**config.mk**
```make
export PLATFORM = sky130hd
export DESIGN_NAME = hub_ctl
export DESIGN_NICKNAME = d
export VERILOG_FILES = /design/src/hdl/hub_sync.v /design/src/hdl/hub_ctl.v
export VERILOG_INCLUDE_DIRS = /design/src /design/src/hdl
export SDC_FILE = /design/constraint.sdc
export NUM_CORES = 1
export LEC_CHECK = 0
export BUFFER_PORTS_ARGS = -buffer_cell sky130_fd_sc_hd__buf_2
export CAP_MARGIN = 10
export CORE_MARGIN = 2
export CORE_UTILIZATION = 35
export DETAILED_ROUTE_END_ITERATION = 7
export HOLD_SLACK_MARGIN = 0.05
export PLACE_DENSITY = 0.51
export SYNTH_ARGS = -nofsm -noshare
export SYNTH_HDL_FRONTEND = slang
export SYNTH_SLANG_ARGS = --single-unit
```
**constraint.sdc**
```tcl
create_clock -name clk -period 2.9 [get_ports clk]
set_clock_uncertainty 0.2 [all_clocks]
set_input_delay 0.58 -clock clk [delete_from_list [all_inputs] [get_ports clk]]
set_output_delay 0.58 -clock clk [all_outputs]
set_load 0.005 [all_outputs]
```
**src/hdl/hub_defs.vh**
```
`ifndef HUB_DEFS_VH
`define HUB_DEFS_VH

// Register byte offsets
`define HUB_OFS_CTRL 12'h000
`define HUB_OFS_STAT 12'h004
`define HUB_OFS_IDLE 12'h008

// Control register fields
`define HUB_CTRL_REQ_LSB 0
`define HUB_CTRL_REQ_MSB 3
`define HUB_CTRL_FORCE 8
`define HUB_CTRL_RST 4'hf

// Status register fields
`define HUB_STAT_APPLIED_LSB 0
`define HUB_STAT_PEND_LSB 4
`define HUB_STAT_PIN_LSB 8
`define HUB_STAT_PIDLE_LSB 12
`define HUB_STAT_CIDLE 17
`define HUB_STAT_SHARE_LSB 18

// Bus-free time before a gate may change
`define HUB_IDLE_NS 50000
`define HUB_CLK_MHZ 125
`define HUB_CNT_W 16

// Synchronised input vector width
`define HUB_SYNC_W 18

`endif

```
**src/hdl/hub_sync.v**
```verilog
`timescale 1ns/1ps
`default_nettype none
module hub_sync #(
  parameter W = 18
) (
  // Clock and reset
  input wire clk,
  input wire arst_n,
  // Raw pins and filtered levels
  input wire [W-1:0] d_in,
  output wire [W-1:0] q_out
);

  genvar i;
  generate
    for (i = 0; i < W; i = i + 1) begin : g_bit
      reg s1_q;
      reg s2_q;
      reg s3_q;
      reg lvl_q;
      // Idle level of an open-drain line is high, so reset there
      always @(posedge clk or negedge arst_n) begin
        if (!arst_n) begin
          s1_q <= 1'b1;
          s2_q <= 1'b1;
          s3_q <= 1'b1;
          lvl_q <= 1'b1;
        end else begin
          s1_q <= d_in[i];
          s2_q <= s1_q;
          s3_q <= s2_q;
          if (s2_q == s3_q) begin
            lvl_q <= s3_q;
          end
        end
      end
      assign q_out[i] = lvl_q;
    end
  endgenerate

endmodule // hub_sync
`default_nettype wire

```
**src/hdl/hub_ctl.v**
```verilog
// Behaviour
// (RQ1) Hub repeats data and clock lines as two shared open-drain buffers.
// (RQ2) A low on any enabled port appears on every other enabled port.
// (RQ3) Hub ignores its own driven low as a new incoming low.
// (RQ4) Gates 1 to 4 are active high with pull-ups; released means enabled.
// (RQ5) A low gate isolates that port's inputs and drivers.
// (RQ6) Change a gate only while cluster and that port are both idle; with force_q set the code changes it without waiting.
// (RQ7) Port 0 has no gate and always takes part.
// (RQ8) Hub has four open-drain share lines, two data, two clock.
// (RQ9) Each share line is wired to the same line of every hub.
// (RQ10) System pulls up all four share lines, even with one hub.
// (RQ11) Arbitration and clock stretching pass transparently between segments.
// (RQ12) Hub works from static up to fast-mode clock rates.
// (RQ13) Gate inputs accept wired open-drain drivers from several controllers.
// (RQ14) Share line a falls whenever any data (or clock) port goes low.
// (RQ15) Share line b falls while an outside driver holds a port low.
// (RQ16) Share line low pulls all other enabled ports to buffered low.
// (RQ17) Release order: line b first, then line a, then remaining ports; hub_dev_model releases them all together.
// (RQ18) Lines model as wired-AND of enabled ports and share lines.
//
// Local design decisions: the register addresses and register access over APB.
`timescale 1ns/1ps
`default_nettype none
`include "hub_defs.vh"
module hub_ctl #(
  parameter [15:0] IDLE_CYC = (`HUB_IDLE_NS * `HUB_CLK_MHZ + 999) / 1000
) (
  // Clock and reset
  input wire clk,
  input wire arst_n,
  // APB slave
  input wire psel,
  input wire penable,
  input wire pwrite,
  input wire [11:0] paddr,
  input wire [31:0] pwdata,
  output reg [31:0] prdata,
  output reg pready,
  output reg pslverr,
  // Hub port lines, observed only
  input wire [4:0] sda_in,
  input wire [4:0] scl_in,
  // Cluster share lines, observed only
  input wire data_share_line_a,
  input wire data_share_line_b,
  input wire clock_share_line_a,
  input wire clock_share_line_b,
  // Open-drain gate pins for ports 1 to 4
  input wire [3:0] port_gate_in,
  output reg [3:0] port_gate_out,
  output reg [3:0] port_gate_oe
);

  ////////////////////////////////////////////////////////////////////////////
  // Input synchronisers

  wire [`HUB_SYNC_W-1:0] raw_in;
  wire [`HUB_SYNC_W-1:0] flt;
  wire [4:0] sda_s;
  wire [4:0] scl_s;
  wire [3:0] share_s;
  wire [3:0] gate_pin_s;

  // Share lines are only watched, never driven, so the cluster owns them
  // (RQ9) shared cluster wiring
  // (RQ10) external pull-ups assumed
  assign raw_in = {port_gate_in, clock_share_line_b, clock_share_line_a,
                   data_share_line_b, data_share_line_a, scl_in, sda_in};

  hub_sync #(
    .W(`HUB_SYNC_W)
  ) u_sync (
    .clk(clk),
    .arst_n(arst_n),
    .d_in(raw_in),
    .q_out(flt)
  );

  assign sda_s = flt[4:0];
  assign scl_s = flt[9:5];
  assign share_s = flt[13:10];
  assign gate_pin_s = flt[17:14];

  ////////////////////////////////////////////////////////////////////////////
  // Registers

  reg [3:0] req_q;
  reg force_q;
  wire ctrl_hit;
  wire stat_hit;
  wire idle_hit;
  wire setup;
  wire access_done;
  reg [31:0] rd_d;
  reg [31:0] stat_val;
  wire [4:0] port_idle;
  wire [3:0] pend;
  reg clu_idle_q;

  assign ctrl_hit = (paddr == `HUB_OFS_CTRL);
  assign stat_hit = (paddr == `HUB_OFS_STAT);
  assign idle_hit = (paddr == `HUB_OFS_IDLE);
  assign setup = psel & ~penable;
  assign access_done = psel & penable & pready;

  // Status word, field by field
  always @* begin
    stat_val = 32'h00000000;
    stat_val[`HUB_STAT_APPLIED_LSB +: 4] = ~port_gate_oe;
    stat_val[`HUB_STAT_PEND_LSB +: 4] = pend;
    stat_val[`HUB_STAT_PIN_LSB +: 4] = gate_pin_s;
    stat_val[`HUB_STAT_PIDLE_LSB +: 5] = port_idle;
    stat_val[`HUB_STAT_CIDLE] = clu_idle_q;
    stat_val[`HUB_STAT_SHARE_LSB +: 4] = share_s;
  end

  always @* begin
    rd_d = 32'h00000000;
    if (ctrl_hit) begin
      rd_d[`HUB_CTRL_REQ_MSB:`HUB_CTRL_REQ_LSB] = req_q;
      rd_d[`HUB_CTRL_FORCE] = force_q;
    end else if (stat_hit) begin
      rd_d = stat_val;
    end else if (idle_hit) begin
      rd_d = {16'h0000, IDLE_CYC};
    end
  end

  // Answer in the first access cycle; registered so outputs come from flops
  always @(posedge clk or negedge arst_n) begin
    if (!arst_n) begin
      pready <= 1'b0;
      pslverr <= 1'b0;
      prdata <= 32'h00000000;
    end else begin
      pready <= setup;
      if (setup) begin
        prdata <= pwrite ? 32'h00000000 : rd_d;
        pslverr <= ~(ctrl_hit | stat_hit | idle_hit) |
                   (pwrite & (stat_hit | idle_hit));
      end else begin
        pslverr <= 1'b0;
      end
    end
  end

  // Default request leaves every gate enabled, as the pull-ups would
  always @(posedge clk or negedge arst_n) begin
    if (!arst_n) begin
      req_q <= `HUB_CTRL_RST;
      force_q <= 1'b0;
    end else if (access_done & pwrite & ctrl_hit) begin
      req_q <= pwdata[`HUB_CTRL_REQ_MSB:`HUB_CTRL_REQ_LSB];
      force_q <= pwdata[`HUB_CTRL_FORCE];
    end
  end

  ////////////////////////////////////////////////////////////////////////////
  // Idle detection

  // Idle is a high-time count, so any clock rate down to static is covered
  // (RQ12) rate independent idle
  genvar p;
  generate
    for (p = 0; p < 5; p = p + 1) begin : g_port
      reg [`HUB_CNT_W-1:0] cnt_q;
      // (RQ7) port 0 watched too
      always @(posedge clk or negedge arst_n) begin
        if (!arst_n) begin
          cnt_q <= {`HUB_CNT_W{1'b0}};
        end else if (!(sda_s[p] & scl_s[p])) begin
          cnt_q <= {`HUB_CNT_W{1'b0}};
        end else if (cnt_q != IDLE_CYC) begin
          cnt_q <= cnt_q + 16'h0001;
        end
      end
      assign port_idle[p] = (cnt_q == IDLE_CYC);
    end
  endgenerate

  reg [`HUB_CNT_W-1:0] clu_cnt_q;

  // Share lines carry every enabled port's low, so they stand for the global bus
  // (RQ14) share line activity
  always @(posedge clk or negedge arst_n) begin
    if (!arst_n) begin
      clu_cnt_q <= {`HUB_CNT_W{1'b0}};
      clu_idle_q <= 1'b0;
    end else begin
      if (share_s != 4'hf) begin
        clu_cnt_q <= {`HUB_CNT_W{1'b0}};
      end else if (clu_cnt_q != IDLE_CYC) begin
        clu_cnt_q <= clu_cnt_q + 16'h0001;
      end
      clu_idle_q <= (share_s == 4'hf) & (clu_cnt_q == IDLE_CYC);
    end
  end

  ////////////////////////////////////////////////////////////////////////////
  // Gate drivers

  genvar g;
  generate
    for (g = 0; g < 4; g = g + 1) begin : g_gate
      assign pend[g] = (req_q[g] == port_gate_oe[g]);
      always @(posedge clk or negedge arst_n) begin
        if (!arst_n) begin
          port_gate_oe[g] <= 1'b0;
          port_gate_out[g] <= 1'b0;
        end else begin
          port_gate_out[g] <= 1'b0;
          // (RQ6) wait for idle
          if (pend[g] & (force_q | (clu_idle_q & port_idle[g + 1]))) begin
            // (RQ13) release or pull low
            port_gate_oe[g] <= ~req_q[g];
          end
        end
      end
    end
  endgenerate

endmodule // hub_ctl
`default_nettype wire

```
==> impl_metrics.py, run 1 <==
metrics = {
    "sta": {
        "period_share_pct": 78.6,
        "tns_ns": 0,
        "drv_slew": 0,
        "rsz0062_at_grt": "no",
        "worst_pin_slew_ns": 0.744,
        "layout_min_cycle_time_ns": 2.28,
        "fmax_mhz": 439,
        "slew_headroom_pct": 50.3,
        "setup_slack_ns": 0.620,
        "final-hold-violation-count": 0,
        "holdWs_ns": 0.116,
        "setup_viol": 0,
    },
    "critical_path": {
        "start_kind": "register",
        "reg2reg_from": "g_port[4].cnt_q[4]$_DFFE_PN0P_",
        "cp-startpoint": "g_port[4].cnt_q[4]$_DFFE_PN0P_",
        "critPathArrivalTime_ns": 2.52,
        "cpPeakStageDelay_ns": 0.71,
        "slowest_stage": "or4_1",
        "criticalPathCategory": "register to register",
        "cp-end-kind": "register",
        "cp_cell_sequence": "or4_1, or4_1, o21bai_4, mux2i_1",
        "cp_max_fo": 6,
        "crit_path_frequent_cell": "or4_1",
        "cp.required_ns": 3.14,
    },
    "synthesis": {
        "yosys-top-cells-count": "dfrtp_1 (126), nor2_1 (95), dfstp_2 (76), nand2_1 (41)",
        "synthSimpleGateAreaFrac_pct": 19.3,
        "yosysWarningCount": 0,
        "ys_ff_latch": 202,
        "syn_inst": 743,
        "synth_top_area_share_pct": 36.4,
        "synth-adder-area-share_pct": 3.93,
        "synth_cell_types": 48,
        "synthTopCellsByArea": "dfrtp_1 (36%), dfstp_2 (23%), nor2_1 (4.1%)",
        "ys_seq_area_share_pct": 59.5,
        "synth_ff_type": "dfrtp_1",
        "syn_area_sq_mm": 0.00865,
        "yosys.cell_count.top_type": "dfrtp_1",
        "yosysTopAreaCell": "dfrtp_1",
        "synth_top_family_by_area": "simple AND/OR/NAND/NOR gates",
        "syn_avg_cell_area_sq_um": 11.6,
        "synthArstFlopShare_pct": 100,
        "synth-edff-count": 0,
        "synth_xor_xnor_area_share_pct": 7.49,
        "synthMuxAreaShare_pct": 2.00,
        "synth-compound-area-share_pct": 4.96,
    },
    "placed_design": {
        "gp_congestion": 0.800,
        "port_buffers": 67,
        "place_ws_ns": 0.269,
        "dp_hpwl_mm": 11.8,
    },
    "route": {
        "first_pass_iters": 4,
        "drt-met1-wl_mm": 8.72,
        "via_count": 5715,
        "drt_iter0_drc": 334,
        "dr_wl_met2_mm": 7.71,
        "totalWireLength_mm": 17.6,
        "ant_nets": 0,
        "top_layer": "met4",
        "vias_per_cell": 4.81,
        "wl_per_cell_microns": 14.8,
        "route.met3.wl_microns": 714,
        "drc": 0,
    },
    "global_route": {
        "grt_max_degree": 79,
        "antenna_found_initial": 0,
        "track_usage_pct": 14.0,
        "grt_pass1_wl_mm": 29.8,
        "grt_pass1_vias": 5504,
        "grt_overflow_total": 0,
    },
    "clock_tree": {
        "cts_sinks": 202,
        "post_cts_buffers": 0,
        "root_buffer": "clkbuf_16",
        "clock_path_buffers": 3,
        "cts_tree": "done",
        "cts_buffers": 24,
        "ctsHoldBuffers": 19,
        "clk_latency_ns": 0.52,
        "h-tree-depth": 1,
        "clk_pin_slew_ns": 0.06,
        "cts_resized": 0,
    },
    "pwr": {
        "power_frac_comb_pct": 4.0,
        "clkPwrFrac_pct": 47.5,
        "intPower_w": 0.00483,
        "power_density_mw_per_mm2": 599,
        "leakage_nw": 4.34,
        "ir_worst_vdd_v": 0.000424,
        "seq_power_share_pct": 48.5,
        "p_switching_w": 0.00137,
        "switching_share_pct": 22.0,
    },
    "final_layout": {
        "nNetsFinal": 925,
        "drive_gt1_share_pct": 22.9,
        "area_growth_pct": 19.5,
        "n_antenna_cell": 0,
        "utilization_pct": 42.5,
    },
    "die": {
        "die_w_microns": 161,
        "core_sq_mm": 0.0243,
        "die_h_microns": 161,
        "die-area_sq_mm": 0.0260,
        "io_pins": 109,
        "start_util_pct": 35.6,
        "floorplan.rows": 57,
    },
    "worst_hold_path": {
        "holdCritStartpoint": "pwdata[8]",
        "hold_path.class": "input port to register",
    },
    "run": {
        "max-cap-violations": 0,
    },
    "outcome": {
        "outcome": "complete, no violations",
    },
}
area by class of cell:
cell class / instances / area (sq um)
fill: 2313 / 14000
sequential: 202 / 5150
multi-input combinational: 506 / 3310
clock buffer: 38 / 714
timing repair buffer: 95 / 627
tap: 324 / 405
clock inverter: 6 / 72.6
inverter: 17 / 63.8
through the flow:
| step | std cells | power, W | area, sq um |
|---|---|---|---|
| 6_report | 1188 | 0.00619 | 10300 |
| 5_1_grt | 1188 | 0.00647 | 10300 |
| 4_1_cts | 1188 | 0.00631 | 10300 |
| 3_5_place_dp | 1125 | 0.00329 | 9370 |
| 3_3_place_gp | 1125 | 0.00329 | 9370 |
| 2_1_floorplan | 756 | 0.00316 | 8700 |
cell families after synthesis:
logic type      Yosys count
simple gates            309
flops                   202
xor+xnor                 74
compound gates           64
buf+inv                  48
fa+ha+maj                31
mux                      14
other cells               1
power by group through the flow:
| stage | logic (W) | clock network, W | registers (W) |
|---|---|---|---|
| 5_1_grt | 0.000288 | 0.00316 | 0.00302 |
| 3_3_place_gp | 0.000237 | 0 | 0.00305 |
| 6_report | 0.000250 | 0.00294 | 0.00300 |
| 4_1_cts | 0.000260 | 0.00305 | 0.00301 |
| 2_1_floorplan | 0.000120 | 0 | 0.00304 |
| 3_5_place_dp | 0.000238 | 0 | 0.00305 |
cells in the final DEF (no fill, tap or decap), drive strengths merged, types with 20 or more instances in the layout:
cell / instances
o21ai: 20
nand4: 38
buf: 75
xnor2: 36
nor2: 95
xor2: 38
nand2: 41
dfstp: 76
dfrtp: 126
clkbuf: 39
nand3: 29
worst max-delay path, delay by kind of cell (launching register included):
family	cells	cell delay, ns
flops	1	0.41
simple gates	2	1.22
mux	1	0.20
compound gates	1	0.19
path summary, 6_finish.rpt:
path                                                       to  slack (ns)  cells past startpoint
min in group asynchronous               prdata[5]$_DFFE_PN0P_        0.35                      2
max in group asynchronous  u_sync.g_bit[11].lvl_q$_DFFE_PN1N_        1.38                      3
hold reg to reg               u_sync.g_bit[10].s2_q$_DFF_PN1_        0.15                      0
hold / removal                            force_q$_DFFE_PN0P_        0.12                      2
setup reg to reg                  port_gate_oe[3]$_DFFE_PN0P_        0.62                      4
setup / recovery                  port_gate_oe[3]$_DFFE_PN0P_        0.62                      4
registers in the layout, indices dropped and copies added, names as in the netlist, 16 cells and up:
| name | cells |
|---|---|
| clu_cnt_q | 16 |
| u_sync.g_bit.s2_q | 18 |
| g_port.cnt_q | 80 |
| u_sync.g_bit.s1_q | 18 |
| u_sync.g_bit.s3_q | 18 |
| prdata | 22 |
| u_sync.g_bit.lvl_q | 18 |
metal layers:
metal	up-vias	global-route usage [%]
li1	2813	-
met1	2780	20.4
met2	97	21.4
met3	25	2.62
met4	0	3.98
met5	-	0
Note: power is estimated with default switching activity, not from simulation.
==> inputs of run 2 (changes only) <==
--- a/config.mk
+++ b/config.mk
@@ -12,7 +12,7 @@
 export CORE_UTILIZATION = 35
 export DETAILED_ROUTE_END_ITERATION = 7
 export HOLD_SLACK_MARGIN = 0.05
-export PLACE_DENSITY = 0.51
+export PLACE_DENSITY = 0.53
 export SYNTH_ARGS = -nofsm -noshare
 export SYNTH_HDL_FRONTEND = slang
 export SYNTH_SLANG_ARGS = --single-unit
==> constraint.sdc (replaced) <==
create_clock -name clk -period 1.95 [get_ports clk]
set_clock_uncertainty 0.2 [all_clocks]
set_input_delay 0.39 -clock clk [delete_from_list [all_inputs] [get_ports clk]]
set_output_delay 0.39 -clock clk [all_outputs]
set_load 0.005 [all_outputs]
==> run 2 against run 1 <==
The run now ends with negative setup slack left. Clock power is 46% higher. Clock-buffer cell count is 1 lower. Worst hold slack lost 0.0040 ns. Via count rose by 3.5%. Sequential share of layout area shrank 2.2 points. Combinational power grew 72%. Die area unchanged. Highest routed layer is now met5. Sequential power increased by 49%. Routed wire length grew 3.3%.
==> impl_metrics.py, run 2 (same netlist as run 1, synthesis figures left out) <==
metrics = {
    "outcome": {
        "outcome": "finished, violations left",
        "failed_checks": "negative setup slack",
    },
    "route": {
        "drc": 0,
        "first_pass_iters": 4,
        "vias_per_cell": 4.76,
        "ant_nets": 0,
        "totalWireLength_mm": 18.2,
        "drt_iter0_drc": 275,
        "via_count": 5917,
        "wl_per_cell_microns": 14.6,
    },
    "global_route": {
        "grt_pass1_wl_mm": 30.0,
        "grt_overflow_total": 0,
        "grtUsageMet2_pct": 21.9,
        "antenna_found_initial": 1,
        "grt_pass1_vias": 5811,
        "track_usage_pct": 14.1,
        "use_met3_pct": 3.18,
        "use_met1_pct": 19.9,
        "busiest_layer": "met2",
        "grt_max_degree": 60,
    },
    "final_layout": {
        "utilization_pct": 44.6,
        "drive_gt1_share_pct": 28.0,
        "top_register": "g_port.cnt_q",
        "top_regs": "g_port.cnt_q: 80 flops, prdata: 22 flops",
        "nNetsFinal": 981,
        "final_cell_area_sq_mm": 0.0108,
        "n_antenna_cell": 0,
        "largest_register_ffs": 80,
        "area_growth_pct": 25.2,
        "final_cell_mix": "dfrtp_1 (125), nor2_1 (94), dfstp_2 (76)",
        "final_common_cell": "dfrtp_1",
    },
    "die": {
        "core_sq_mm": 0.0243,
        "die_w_microns": 161,
        "die-area_sq_mm": 0.0260,
        "start_util_pct": 35.6,
        "io_pins": 109,
        "die_h_microns": 161,
        "floorplan.rows": 57,
    },
    "clock_tree": {
        "clock_path_buffers": 3,
        "h-tree-depth": 1,
        "cts_tree": "done",
        "clk_pin_slew_ns": 0.06,
        "cts_buffers": 23,
        "cts_sinks": 202,
        "clk_latency_ns": 0.50,
        "root_buffer": "clkbuf_16",
    },
    "critical_path": {
        "cp_cell_sequence": "or4_1, or4_4, o21bai_4, mux2i_1",
        "cpPeakStageDelay_ns": 0.61,
        "cp_num_buf_inv": 0,
        "cp_max_fo": 6,
        "slowest_stage": "or4_4",
        "crit_family": "simple AND/OR/NAND/NOR gates",
        "start_kind": "register",
        "criticalPathCategory": "register to register",
        "cp-end-kind": "register",
        "cp.required_ns": 2.17,
        "critPathArrivalTime_ns": 2.32,
    },
    "sta": {
        "setup_viol": 4,
        "setup_slack_ns": -0.151,
        "worst_pin_slew_ns": 0.581,
        "final-hold-violation-count": 0,
        "layout_min_cycle_time_ns": 2.10,
        "slew_headroom_pct": 61.2,
        "rsz0062_at_grt": "yes",
        "drv_slew": 0,
        "fmax_mhz": 476,
        "period_share_pct": 108,
    },
    "placed_design": {
        "dp_hpwl_mm": 12.6,
        "placed_cell_area_sq_mm": 0.00979,
        "port_buffers": 67,
        "gp_congestion": 0.785,
    },
    "pwr": {
        "leakage_nw": 4.65,
        "ir_worst_vdd_v": 0.000729,
        "power.total_w": 0.00920,
        "power_density_mw_per_mm2": 849,
    },
    "run": {
        "max-cap-violations": 0,
    },
    "worst_hold_path": {
        "hold_path.class": "input port to register",
    },
}
-- run 2: cell count changes in the layout (fill, tap and decap cells not counted), sizes merged --
cell         previous run  this run
clkinv                  4         3
inv                    18        17
dlygate4sd3            19        24
buf                    75       127
clkbuf                 39        38
-- run 2: layout make-up --
cell class / instances / area [sq um]
Multi-Input combinational cell: 506 / 3360
Inverter: 17 / 63.8
Timing Repair Buffer: 152 / 1090
Clock inverter: 4 / 45.0
Tap cell: 324 / 405
Clock buffer: 37 / 721
Sequential cell: 202 / 5150
Fill cell: 2286 / 13500
-- run 2: worst reg2reg max path, stage by stage, from the launching register on --
cell	delay, ns
dfrtp_1	0.37
or4_1	0.51
or4_4	0.61
o21bai_4	0.14
mux2i_1	0.20
-- run 2: metrics by stage --
stage               hold WS (ns)  worst slack, ns  cells  setup TNS (ns)
floorplan                 -0.106           -0.143    756          -0.740
global placement           0.101           -0.309   1177           -1.90
detailed placement        0.0956           -0.330   1177           -2.14
CTS                       0.0929           -0.188   1243          -0.513
global route               0.105           -0.208   1242          -0.543
finish                     0.112           -0.151   1242          -0.361
-- run 2: where the power goes --
part | switching, W | internal (W) | total [W]
Sequential | 0.0000774 | 0.00438 | 0.00446
Clock | 0.00165 | 0.00265 | 0.00430
Combinational | 0.000250 | 0.000181 | 0.000431
-- run 2: worst paths after layout --
check                                                 from                             end  slack (ns)  depth (start not counted)
setup / recovery           g_port[4].cnt_q[15]$_DFFE_PN0P_     port_gate_oe[3]$_DFFE_PN0P_       -0.15                          4
hold / removal                                      pwrite           prdata[3]$_DFFE_PN0P_        0.11                          3
setup reg to reg           g_port[4].cnt_q[15]$_DFFE_PN0P_     port_gate_oe[3]$_DFFE_PN0P_       -0.15                          4
hold reg to reg             u_sync.g_bit[5].s1_q$_DFF_PN1_  u_sync.g_bit[5].s2_q$_DFF_PN1_        0.15                          0
max in group asynchronous                           arst_n  u_sync.g_bit[4].s3_q$_DFF_PN1_        0.77                          3
min in group asynchronous                           arst_n          prdata[16]$_DFFE_PN0P_        0.14                          2
-- run 2: routing by layer --
layer	vias to the layer above	part of all wire, %
met2	91	44
met5	-	0.072
li1	2915	-
met3	34	5.0
met4	2	2.4
met1	2875	48
-- run 2: repair_timing --
| item | CTS | global route |
|---|---|---|
| gates cloned | 0 | 0 |
| endpoints found under the hold margin | 157 | 0 |
| hold buffers | 24 | 0 |
| buffers inserted | 1 | 0 |
| setup endpoints to repair | 5 | 11 |
| pin swaps | 0 | 3 |
| resized for setup | 2 | 7 |
==> inputs of run 3 (changes only) <==
--- a/config.mk
+++ b/config.mk
@@ -9,10 +9,11 @@
 export BUFFER_PORTS_ARGS = -buffer_cell sky130_fd_sc_hd__buf_2
 export CAP_MARGIN = 10
 export CORE_MARGIN = 2
-export CORE_UTILIZATION = 35
+export CORE_UTILIZATION = 51
 export DETAILED_ROUTE_END_ITERATION = 7
 export HOLD_SLACK_MARGIN = 0.05
-export PLACE_DENSITY = 0.53
+export MAX_ROUTING_LAYER = met4
+export PLACE_DENSITY = 0.7
 export SYNTH_ARGS = -nofsm -noshare
 export SYNTH_HDL_FRONTEND = slang
 export SYNTH_SLANG_ARGS = --single-unit
==> constraint.sdc (replaced) <==
create_clock -name clk -period 2.4 [get_ports clk]
set_clock_uncertainty 0.2 [all_clocks]
set_input_delay 0.48 -clock clk [delete_from_list [all_inputs] [get_ports clk]]
set_output_delay 0.48 -clock clk [all_outputs]
set_load 0.005 [all_outputs]
==> run 3 against run 2 <==
The flow now finishes without violations. Non-clock buffer count fell by 50. First-iteration DRC count increased by 27%. Die area down 31%. Cell count is 12% lower. Worst hold slack gained 0.035 ns. Clock-buffer cell count shrank 9. Critical path depth is the same.
==> impl_metrics.py, run 3 (same netlist as run 1, synthesis figures left out) <==
metrics = {
    "sta": {
        "layout_min_cycle_time_ns": 2.26,
        "setup_viol": 0,
        "setup_slack_ns": 0.139,
        "drv_slew": 0,
        "final-hold-violation-count": 0,
        "worst_pin_slew_ns": 0.583,
        "period_share_pct": 94.2,
        "fmax_mhz": 442,
        "rsz0062_at_grt": "no",
        "slew_headroom_pct": 61.0,
    },
    "final_layout": {
        "nNetsFinal": 930,
        "regArea_sq_mm": 0.00515,
        "n_antenna_cell": 0,
        "largest_register_ffs": 80,
        "fill_cells": 1318,
        "final_cell_area_sq_mm": 0.0103,
        "area_growth_pct": 19.3,
        "top_regs": "g_port.cnt_q: 80 flops, prdata: 22 flops",
        "multi_input_area_sq_mm": 0.00331,
        "final_common_cell": "dfrtp_1",
        "utilization_pct": 62.2,
        "drive_gt1_share_pct": 23.4,
        "final_cell_mix": "dfrtp_1 (126), nor2_1 (95), dfstp_2 (76)",
        "top_register": "g_port.cnt_q",
    },
    "route": {
        "drt_iter0_drc": 349,
        "wl_per_cell_microns": 16.0,
        "first_pass_iters": 4,
        "ant_nets": 0,
        "drc": 0,
        "vias_per_cell": 5.45,
        "totalWireLength_mm": 17.4,
        "via_count": 5924,
    },
    "critical_path": {
        "cp-end-kind": "register",
        "criticalPathCategory": "register to register",
        "cp.required_ns": 2.62,
        "cp_cell_sequence": "or4_1, or4_1, o21bai_4, mux2i_1",
        "start_kind": "register",
        "crit_path_frequent_cell": "or4_1",
        "cpPeakStageDelay_ns": 0.69,
        "cp_num_buf_inv": 0,
        "slowest_stage": "or4_1",
        "cp_max_fo": 6,
        "critPathArrivalTime_ns": 2.48,
        "crit_family": "simple AND/OR/NAND/NOR gates",
    },
    "clock_tree": {
        "h-tree-depth": 1,
        "clock_path_buffers": 3,
        "cts_resized": 0,
        "clk_pin_slew_ns": 0.06,
        "clk_latency_ns": 0.50,
        "post_cts_buffers": 0,
        "cts_sinks": 202,
        "ctsHoldBuffers": 24,
        "cts_buffers": 22,
        "cts_tree": "done",
        "root_buffer": "clkbuf_16",
    },
    "placed_design": {
        "dp_hpwl_mm": 11.8,
        "place_ws_ns": -0.00383,
        "port_buffers": 67,
        "gp_congestion": 0.893,
        "placed_cell_area_sq_mm": 0.00927,
    },
    "global_route": {
        "track_usage_pct": 20.5,
        "grt_max_degree": 56,
        "grt_overflow_total": 0,
        "grt_pass1_vias": 5852,
        "grt_pass1_wl_mm": 29.3,
        "antenna_found_initial": 0,
    },
    "die": {
        "die_w_microns": 134,
        "die_h_microns": 134,
        "floorplan.rows": 47,
        "core_sq_mm": 0.0166,
        "die-area_sq_mm": 0.0180,
        "start_util_pct": 52.2,
        "io_pins": 109,
    },
    "outcome": {
        "outcome": "complete, no violations",
    },
    "pwr": {
        "ir_worst_vdd_v": 0.000483,
        "power_density_mw_per_mm2": 743,
        "leakage_nw": 4.39,
    },
    "worst_hold_path": {
        "hold_path.class": "register to register",
    },
    "run": {
        "max-cap-violations": 0,
    },
}
run 3: path summary, 6_finish.rpt:
path                                                 from                                  to  slack, ns  cells after the start
hold reg to reg            u_sync.g_bit[0].s1_q$_DFF_PN1_      u_sync.g_bit[0].s2_q$_DFF_PN1_       0.15                      0
hold / removal             u_sync.g_bit[0].s1_q$_DFF_PN1_      u_sync.g_bit[0].s2_q$_DFF_PN1_       0.15                      0
setup / recovery           g_port[4].cnt_q[4]$_DFFE_PN0P_         port_gate_oe[3]$_DFFE_PN0P_       0.14                      4
max in group asynchronous                          arst_n  u_sync.g_bit[10].lvl_q$_DFFE_PN1N_       0.98                      3
min in group asynchronous                          arst_n                   pslverr$_DFF_PN0_       0.33                      2
setup reg to reg           g_port[4].cnt_q[4]$_DFFE_PN0P_         port_gate_oe[3]$_DFFE_PN0P_       0.14                      4
run 3: report_power, final:
| group | total, W | switching (W) | internal (W) |
|---|---|---|---|
| sequential | 0.00363 | 0.0000701 | 0.00356 |
| clock | 0.00373 | 0.00135 | 0.00238 |
| combinational | 0.000307 | 0.000184 | 0.000123 |
run 3: routing by layer:
| layer | global-route usage [%] | vias up | part of all wire, % |
|---|---|---|---|
| li1 | - | 2809 | - |
| met1 | 27.1 | 2951 | 43 |
| met2 | 31.9 | 123 | 49 |
| met3 | 4.35 | 41 | 5.4 |
| met4 | 6.78 | 0 | 2.7 |
| met5 | - | - | 0 |
run 3: area by class of cell:
type,instances,share of cell area (%)
Clock inverter,12,1.87
Timing Repair Buffer,102,6.82
Sequential cell,202,49.9
Inverter,17,0.618
Multi-Input combinational cell,506,32.1
Tap cell,220,2.67
Clock buffer,28,6.05
run 3: metrics by stage:
step                hold WS, ns  setup TNS, ns  instances  total power, W
finish                    0.148              0       1087         0.00767
floorplan               -0.0156              0        756         0.00381
global route              0.151              0       1087         0.00798
CTS                       0.151              0       1087         0.00777
detailed placement        0.147       -0.00383       1023         0.00397
global placement          0.146              0       1023         0.00395
